**src/pkg/iic_pkg.sv**
```systemverilog
// Purpose: Shared constants for the isolated input change-of-state board logic.
// Assumes: Byte-wide I/O cycles on a PC/104 style bus, 10-bit I/O address.
// Notes:   Offsets are register selects within the eight-address block.
package iic_pkg;
  localparam int         ChannelCount     = 16;
  localparam int         AddrWidth        = 10;
  localparam int         BaseLsb          = 3;
  localparam logic [2:0] OffInputLow      = 3'h0;
  localparam logic [2:0] OffClear         = 3'h1;
  localparam logic [2:0] OffEnable        = 3'h2;
  localparam logic [2:0] OffInputHigh     = 3'h4;
  localparam logic       EnableReset      = 1'b0;
  localparam logic       PendingReset     = 1'b0;
  localparam logic [6:0] BaseDefault      = 7'h40;
  localparam int         IrqLineCount     = 16;
endpackage : iic_pkg

```
**src/logic/iic_core.sv**
```systemverilog
// Purpose: Bus decode, input read-back and change-of-state interrupt for sixteen inputs.
// Assumes: Host strobes and address arrive asynchronously and are synchronised here.
// Notes:   Each strobe is acted on once, at its synchronised falling edge.
// How it works
// - Respond only to the eight I/O addresses starting at the base.
// - Every transfer is a single byte; no wider accesses are supported.
// - All sixteen input channels are watched for change of state.
// - A read at offset two enables change-of-state interrupts.
// - When enabled, any rising or falling input edge raises the interrupt.
// - The interrupt stays set until a write at offset one clears it.
// - A write at offset two disables change-of-state interrupts.
// - The interrupt drives one jumper-selected line among the allowed levels.
// - Address bits three to nine match the base; bits zero to two select.
module iic_core
  import iic_pkg::*;
#(
  parameter int Channels = ChannelCount
) (
  // Clock and reset
  input  wire logic                sys_clk,
  input  wire logic                reset_n,
  // Jumper settings
  input  wire logic [6:0]          baseJumper,
  input  wire logic [3:0]          irqSelect,
  // Host bus
  input  wire logic [AddrWidth-1:0] hostAddr,
  input  wire logic                ioRead_n,
  input  wire logic                ioWrite_n,
  input  wire logic                addrEnable,
  output logic      [7:0]          dataOut,
  output logic                     dataOutEn,
  // Interrupt lines
  output logic [IrqLineCount-1:0]  irqOut,
  output logic [IrqLineCount-1:0]  irqOutEn,
  // Field inputs
  input  wire logic [Channels-1:0] fieldIn
);
  logic [Channels-1:0] inSync;
  logic [AddrWidth-1:0] addrSync;
  logic [2:0]           strbSync;
  logic [AddrWidth+2:0] busPins;

  iic_sync #(.Width(Channels)) u_sync_in (
    .sys_clk (sys_clk),
    .reset_n (reset_n),
    .asyncIn (fieldIn),
    .syncOut (inSync)
  );

  assign busPins = {hostAddr, ioRead_n, ioWrite_n, addrEnable};

  iic_sync #(.Width(AddrWidth + 3)) u_sync_bus (
    .sys_clk (sys_clk),
    .reset_n (reset_n),
    .asyncIn (busPins),
    .syncOut ({addrSync, strbSync})
  );

  // Strobe decode and edge history.
  logic                    rdPrev_q;
  logic                    rdPrev_d;
  logic                    wrPrev_q;
  logic                    wrPrev_d;
  logic                    selected;
  logic                    rdLevel;
  logic                    wrLevel;
  logic                    rdStart;
  logic                    wrStart;
  logic [2:0]              regSel;

  always_comb begin
    rdLevel  = ~strbSync[2] & ~strbSync[0];
    wrLevel  = ~strbSync[1] & ~strbSync[0];
    regSel   = addrSync[BaseLsb-1:0];
    selected = (addrSync[AddrWidth-1:BaseLsb] == baseJumper);
    rdStart  = rdLevel & ~rdPrev_q & selected;
    wrStart  = wrLevel & ~wrPrev_q & selected;
    rdPrev_d = rdLevel;
    wrPrev_d = wrLevel;
  end

  // The synchroniser resets to zero, which reads as both strobes low with the
  // address gate open. Holding the history high across reset keeps that from
  // posing as a fresh strobe edge in the first cycles after release.
  always_ff @(posedge sys_clk or negedge reset_n) begin
    if (!reset_n) begin
      rdPrev_q <= 1'b1;
      wrPrev_q <= 1'b1;
    end else begin
      rdPrev_q <= rdPrev_d;
      wrPrev_q <= wrPrev_d;
    end
  end

  // Change-of-state watch, one comparator per channel.
  logic [Channels-1:0]     last_q;
  logic [Channels-1:0]     last_d;
  logic [Channels-1:0]     chgBit;
  logic                    changed;

  for (genvar ch = 0; ch < Channels; ch++) begin : g_watch
    assign chgBit[ch] = inSync[ch] ^ last_q[ch];
  end

  always_comb begin
    last_d  = inSync;
    changed = |chgBit;
  end

  always_ff @(posedge sys_clk or negedge reset_n) begin
    if (!reset_n) begin
      last_q <= '0;
    end else begin
      last_q <= last_d;
    end
  end

  // Enable and pending flags.
  logic                    enable_q;
  logic                    enable_d;
  logic                    pending_q;
  logic                    pending_d;

  always_comb begin
    enable_d = enable_q;
    if (rdStart && regSel == OffEnable) begin
      enable_d = 1'b1;
    end else if (wrStart && regSel == OffEnable) begin
      enable_d = 1'b0;
    end
    // A change seen in the clearing cycle wins so that no edge is lost.
    pending_d = pending_q;
    if (enable_q && changed) begin
      pending_d = 1'b1;
    end else if (wrStart && regSel == OffClear) begin
      pending_d = 1'b0;
    end
  end

  always_ff @(posedge sys_clk or negedge reset_n) begin
    if (!reset_n) begin
      enable_q  <= EnableReset;
      pending_q <= PendingReset;
    end else begin
      enable_q  <= enable_d;
      pending_q <= pending_d;
    end
  end

  // Read data path.
  logic [7:0]              data_q;
  logic [7:0]              data_d;
  logic                    drive_q;
  logic                    drive_d;

  always_comb begin
    // Drive starts only on a seen strobe edge, so the reset state of the
    // synchroniser can never turn the data bus around on its own.
    drive_d = rdLevel & selected & (rdStart | drive_q);
    data_d  = 8'h00;
    if (regSel == OffInputLow) begin
      data_d = inSync[7:0];
    end else if (regSel == OffInputHigh) begin
      data_d = inSync[Channels-1:8];
    end
  end

  always_ff @(posedge sys_clk or negedge reset_n) begin
    if (!reset_n) begin
      data_q  <= 8'h00;
      drive_q <= 1'b0;
    end else begin
      data_q  <= data_d;
      drive_q <= drive_d;
    end
  end

  // Interrupt line steering, one slot per bus line.
  logic [IrqLineCount-1:0] irq_q;
  logic [IrqLineCount-1:0] irq_d;
  logic [IrqLineCount-1:0] irqEn_q;
  logic [IrqLineCount-1:0] irqEn_d;

  for (genvar ln = 0; ln < IrqLineCount; ln++) begin : g_line
    assign irqEn_d[ln] = (irqSelect == 4'(ln));
    assign irq_d[ln]   = (irqSelect == 4'(ln)) & pending_q;
  end

  always_ff @(posedge sys_clk or negedge reset_n) begin
    if (!reset_n) begin
      irq_q   <= '0;
      irqEn_q <= '0;
    end else begin
      irq_q   <= irq_d;
      irqEn_q <= irqEn_d;
    end
  end

  assign dataOut   = data_q;
  assign dataOutEn = drive_q;
  assign irqOut    = irq_q;
  assign irqOutEn  = irqEn_q;
endmodule : iic_core

```
**src/logic/iic_sync.sv**
```systemverilog
// Purpose: Two-flop synchroniser for a group of asynchronous input levels.
// Assumes: Inputs are slow levels; each bit is synchronised independently.
// Notes:   The first stage is read only by the second stage.
module iic_sync #(
  parameter int Width = 16
) (
  // Clock and reset
  input  wire logic             sys_clk,
  input  wire logic             reset_n,
  // Levels
  input  wire logic [Width-1:0] asyncIn,
  output logic      [Width-1:0] syncOut
);
  logic [Width-1:0] stage1_q;

  always_ff @(posedge sys_clk or negedge reset_n) begin
    if (!reset_n) begin
      stage1_q <= '0;
      syncOut  <= '0;
    end else begin
      stage1_q <= asyncIn;
      syncOut  <= stage1_q;
    end
  end
endmodule : iic_sync

```
**config.mk**
```make
export PLATFORM = sky130hd
export DESIGN_NAME = iic_core
export DESIGN_NICKNAME = d
export VERILOG_FILES = /design/src/pkg/iic_pkg.sv /design/src/logic/iic_core.sv /design/src/logic/iic_sync.sv
export SDC_FILE = /design/constraint.sdc
export NUM_CORES = 1
export LEC_CHECK = 0
export ABC_AREA = 0
export BUFFER_PORTS_ARGS = -buffer_cell sky130_fd_sc_hd__buf_2
export CORE_ASPECT_RATIO = 0.8
export CORE_MARGIN = 2
export CORE_UTILIZATION = 56
export CTS_CLUSTER_DIAMETER = 50
export DETAILED_ROUTE_END_ITERATION = 12
export PLACE_DENSITY = 0.83
export SETUP_SLACK_MARGIN = 0.02
export SLEW_MARGIN = 40
export SYNTH_ARGS = -nofsm -noshare
export SYNTH_HDL_FRONTEND = slang
export SYNTH_SLANG_ARGS = --single-unit
```
**constraint.sdc**
```tcl
create_clock -name sys_clk -period 2.83 [get_ports sys_clk]
set_input_delay 0.283 -clock sys_clk [delete_from_list [all_inputs] [get_ports sys_clk]]
set_output_delay 0.283 -clock sys_clk [all_outputs]
set_load 0.05 [all_outputs]
```
## Yosys cells after proc, flatten, opt, wreduce, memory -nomap -nowiden

Cells that the tools add are included.

- Flip-flop bits (word level): 119
- Bits in latches: 0
- RAM bits: 0
- Bits in read-only memories: 0
- Input bits: 42
- Output and inout bits: 41
- Word-level logic and storage cells: 93
- Memories: 0

- Add/subtract/negate cells: 0
- $mul: 0
- Div/mod/pow operators: 0
- Magnitude comparators: 0
- Eq/ne operators: 19
- Shift operators: 0
- Muxes and demuxes: 6
- Bitwise gates (word level): 46
- Reductions and logical operators: 9

Operator list:

| cell | count |
|---|---|
| $eq 4x4->1 const B | 8 |
| $and 1x1->1 | 24 |
| $eq 4x3->1 const B | 4 |
| $mux 8 | 2 |
| $reduce_or 16->1 | 1 |
| $xor 1x1->1 | 16 |
| $eq 4x2->1 const B | 2 |
| $eq 7x7->1 | 1 |
| $not 1->1 | 5 |
| $eq 4x1->1 const B | 1 |
| $logic_and 1x1->1 | 4 |
| $logic_not 4->1 | 1 |
| $mux 1 | 4 |
| $reduce_bool 2->1 | 2 |
| $eq 3x1->1 const B | 1 |
| $eq 3x2->1 const B | 1 |
| $eq 3x3->1 const B | 1 |
| $logic_not 3->1 | 1 |
| $or 1x1->1 | 1 |

## Depth between registers and ports, before layout

- Word-level depth: 7
- Gate-level depth with buffers: 5
- Gate-level depth less buffers: 4

## Hierarchy

From an unflattened synthesis, not the netlist that was laid out.

- Cell total of the unflattened synthesis: 233
- Area, all modules: 3,662.3 sq um

Modules (own cells, without submodules):

| module | instances | cells each | area an instance (sq um) | seq. area each (sq um) |
|---|---|---|---|---|
| iic_core | 1 | 175 | 2,210.9 | 1,529.0 |
| iic_sync at u_sync_in | 1 | 32 | 800.8 | 800.8 |
| iic_sync at u_sync_bus | 1 | 26 | 650.6 | 650.6 |

## Worst setup path before layout

No wires, ideal clock.

- Path type: register to register
- From: reg u_sync_bus.syncOut[5]
- To: reg enable_q
- Setup time: 0.076 ns
- Data arrival time: 1.344 ns
- Data required time: 2.754 ns
- Slack: 1.410 ns
- Stages on the path, launching flop included: 5
- Path buffers: 1
- Period minus slack after synthesis: 1.420 ns
- Cells stage by stage: dfrtp_1 buf_6 or3b_1 or4_1 o21ai_1

- Word-level cells in the longest chain between the ends: 3
- Elaborated cells between the ends (all ways): 5
- Classes of those cells: eq/ne: 1; mux: 1; reduce/logical: 3

Ends and longest elaborated chain:

| item | RTL line | text |
|---|---|---|
| start, declared | iic_sync.sv:12 | `output logic [Width-1:0] syncOut` |
| start signal, assigned | iic_sync.sv:22 | `syncOut <= stage1_q;` |
| $eq 3x2->1 * | iic_core.sv:126, iic_core.sv:128 |  |
| $logic_and 1x1->1 (on tied branches) | iic_core.sv:126, iic_core.sv:128 |  |
| $mux 1 or $reduce_bool 2->1 (tied branches) | - |  |
| end signal, assigned | iic_core.sv:142 | `enable_q <= EnableReset;` |
| end signal, assigned | iic_core.sv:145 | `enable_q <= enable_d;` |
| end, declared | iic_core.sv:119 | `logic enable_q;` |

Mark *: on every way between the ends. The rest lies on a longest branch, timed or not.
A chain may end at the register's enable or synchronous reset.

## Worst setup path after layout

Same ends and word-level chain as after synthesis.

==> summary.md <==
| Metric | Value |
|---|---|
| Outcome | finished, final reports clean |
| Worst slew pin tran | ~530 ps |
| Yosys cell types | 25 |
| Clock skew | approximately 6.6 ps |
| Total gr overflow | 0 |
| I/O pins | 83 |
| First-pass GRT wire length | 11.3 mm |
| Initial antenna violation count | 0 |
| Synthesized Nets | 275 |
| Fin. Hold Viols | 0 |
| Vias | around 2,200 |
| Post-synthesis area per instance | ~16 µm² |
| Layout Nets | 400 |
| Num CTS Buffers | 17 |
| Reg2Reg Depth | 4 |
| CP Launch Point | u_sync_bus.syncOut[5]$_DFF_PN0_ |
| Layout cells sized above 1 | approximately a third |
| Synthesis-stage register bit count | approximately 120 |
| Fin crit share | around 59% |
| Leakage | about 2.6 nW |
| Max FO, Critical Path | 10 |
| Initial Utilization | between 50% and 60% |
| H-tree lvl count | 4 |
| Remaining DRCs | 0 |
| CTS tree | done |
| Max Buffers Root-to-Sink | 2 |
| Reg2reg end | enable_q$_DFFE_PN0P_ |
| Warnings from Yosys | 0 |
| Max-cap violations | 0 |
| Root Buffer | clkbuf_8 |
| Sink Count | 119 |
| Peak supply drop | 0.000665 V |
| Die area | 0.00721 mm² |
| R2R setup slack | 1170 ps |
| DRT Pass-1 Iters | 4 |
| Core area | 0.00634 mm² |
| Slew HR | 65.0% |
| Crit end category | flip-flop |
| Cells after DPL | about 390 |
| Final worst setup slack | ~1200 ps |
| Crit Path Class | flip-flop to flip-flop |
| Row cnt | 26 |
| Final Setup Violations | 0 |
| Routed wire length | between 6 and 7 mm |
| Mapped cell area | 0.00366 mm² |
| Via density | around 4.8 |
| R2r startpoint | u_sync_bus.syncOut[5]$_DFF_PN0_ |
| Chip Height | around 76 µm |
| Post-route ant nets | 0 |
| All-Layer GR Usage | between 20% and 30% |
| Pins Over Slew Limit | 0 |
| Largest net degree at the start of global routing | 85 |
| Unrepaired setup endpoints after global routing | false |
| Register clock-pin slew on the reported worst setup and hold paths | roughly 60 ps |
| TNS Setup | 0 ps |
| Post-CTS sizing | 0 |
| CP required | ~3200 ps |
| I/O Buffers | between 80 and 90 |
| Antenna cells | 0 |
| Die Width | roughly 94 µm |
| Area growth from synthesis to layout | 38.6% |
| Synthesized instance count | around 230 |
| Non-filler cells, final | between 400 and 500 |
| Pre-CTS setup slack | 1230 ps |
| Vias in the first global route | 2,320 |
| PD cells | 832 mW/mm² |
| DR WL/cell | 15.1 µm |
| Sequential area share after synthesis | 81.4% |
| Startpoint types | flip-flop |
| Latest clock arrival within the worst-skew pair | about 500 ps |
| Post-route minimum period | 1660 ps |
| Hold_sp | irqSelect[3] |
| Worst setup path end | enable_q$_DFFE_PN0P_ |
| Starting DRC count in detailed routing | 96 |
| Peak Freq | 0.601 GHz |
| RePlAce Congestion | 0.794 |
| Dpl hpwl | between 3 and 4 mm |
| Hold Path Class | input pin to flip-flop |
| Data arrival time of the critical path | 2040 ps |
==> stage by stage <==
stage	instance area, µm²	hold slack (ps)	utilization [%]	power, mW
2_1_floorplan	3660	-12.6	-	1.96
3_3_place_gp	4170	250	65.7	2.05
3_5_place_dp	4170	258	65.7	2.06
4_1_cts	5080	76.6	80.0	4.25
5_1_grt	5080	107	80.0	4.39
6_report	5080	103	80.0	4.22
==> critical path: stages, from the launching register on <==
cell	delay, ps
dfrtp_1	570
or3b_1	460
nor4_1	230
a41o_1	220
o21ai_1	60
==> placed cells by master (no fill, tap or decap), types with 2 or more instances in the layout <==
cell | synthesis | final
xor2_1 | 22 | 22
mux2i_1 | 8 | 8
clkbuf_16 | 0 | 16
or2_2 | 2 | 2
nor3_1 | 4 | 4
clkinvlp_4 | 0 | 3
nor2_1 | 41 | 41
bufinv_16 | 0 | 4
nand2b_1 | 4 | 4
clkbuf_8 | 0 | 2
clkinv_2 | 0 | 6
dlygate4sd3_1 | 0 | 30
inv_1 | 2 | 2
nand2_1 | 3 | 3
dfstp_2 | 2 | 2
dfrtp_1 | 117 | 117
buf_2 | 0 | 81
nand3_1 | 2 | 2
nand3b_1 | 2 | 2
nor4_1 | 6 | 6
nand4_1 | 2 | 2
==> worst min path at each step <==
stage          cells past startpoint                          endpoint  slack (ps)
4_1_cts                            2             irqOutEn[1]$_DFF_PN0_          80
3_3_place_gp                       1  u_sync_in.stage1_q[11]$_DFF_PN0_         250
5_1_grt                            2             irqOutEn[3]$_DFF_PN0_         110
3_5_place_dp                       1  u_sync_in.stage1_q[11]$_DFF_PN0_         260
2_1_floorplan                      0               dataOutEn$_DFF_PN0_         -10
6_report                           2             irqOutEn[1]$_DFF_PN0_         100
==> cells in the mapped netlist (all sizes together) <==
library cell	instances	area (µm²)
a22o	1	8.76
a41o	1	10.0
and3b	1	8.76
buf	1	11.3
clkbuf	6	22.5
dfrtp	117	2930
dfstp	2	52.6
inv	2	7.51
mux2i	8	80.1
nand2	3	11.3
nand2b	4	25.0
nand3	2	10.0
nand3b	2	15.0
nand4	2	12.5
nor2	41	154
nor3	4	20.0
nor3b	1	7.51
nor4	6	37.5
o21ai	2	10.0
or2	2	12.5
or3b	1	8.76
or4	1	7.51
xnor2	1	8.76
xor2	22	193
==> layer usage <==
layer / global-route usage (%) / vias up / part of all wire (%)
li1: - / 1003 / -
met1: 26.5 / 1092 / 40
met2: 35.6 / 78 / 53
met3: 8.51 / 9 / 5.9
met4: 8.84 / 0 / 1.5
met5: 0 / - / 0
==> registers in the layout, summed over array words and instances (netlist names) <==
signal               flops
irqOut                  16
dataOutEn                1
enable_q                 1
dataOut                  8
u_sync_bus.syncOut      13
u_sync_in.syncOut       16
rdPrev_q                 1
last_q                  16
u_sync_in.stage1_q      16
pending_q                1
u_sync_bus.stage1_q     13
wrPrev_q                 1
irqOutEn                16
==> cell type report <==
| class | instances | area [µm²] |
|---|---|---|
| Clock buffer | 18 | 428 |
| Clock inverter | 14 | 181 |
| Fill cell | 345 | 1270 |
| Inverter | 2 | 7.51 |
| Multi-Input combinational cell | 105 | 641 |
| Sequential cell | 119 | 2980 |
| Tap cell | 84 | 105 |
| Timing Repair Buffer | 113 | 733 |
==> kinds of logic after synthesis <==
| kind of cell | Yosys count | share of synthesized area [%] |
|---|---|---|
| and+or+nand+nor | 70 | 9.02 |
| DFF | 119 | 81.4 |
| AOI/OAI and AO/OA | 4 | 0.786 |
| xor gates and xnor gates | 23 | 5.50 |
| buffers and inverters | 9 | 1.13 |
| muxes | 8 | 2.19 |
==> report_power, final <==
part | leakage, nW | switching, mW | internal, mW
logic | 0.795 | 0.157 | 0.0924
registers | 1.46 | 0.0372 | 1.78
clock network | 0.296 | 0.717 | 1.44
total | 2.55 | 0.911 | 3.31
==> timing repair <==
| item | 4_1_cts | 5_1_grt |
|---|---|---|
| hold endpoints to repair | 64 | 0 |
| hold buffers | 30 | 0 |
| buffers inserted | 0 | 0 |
(Power assumes the default switching activity.)
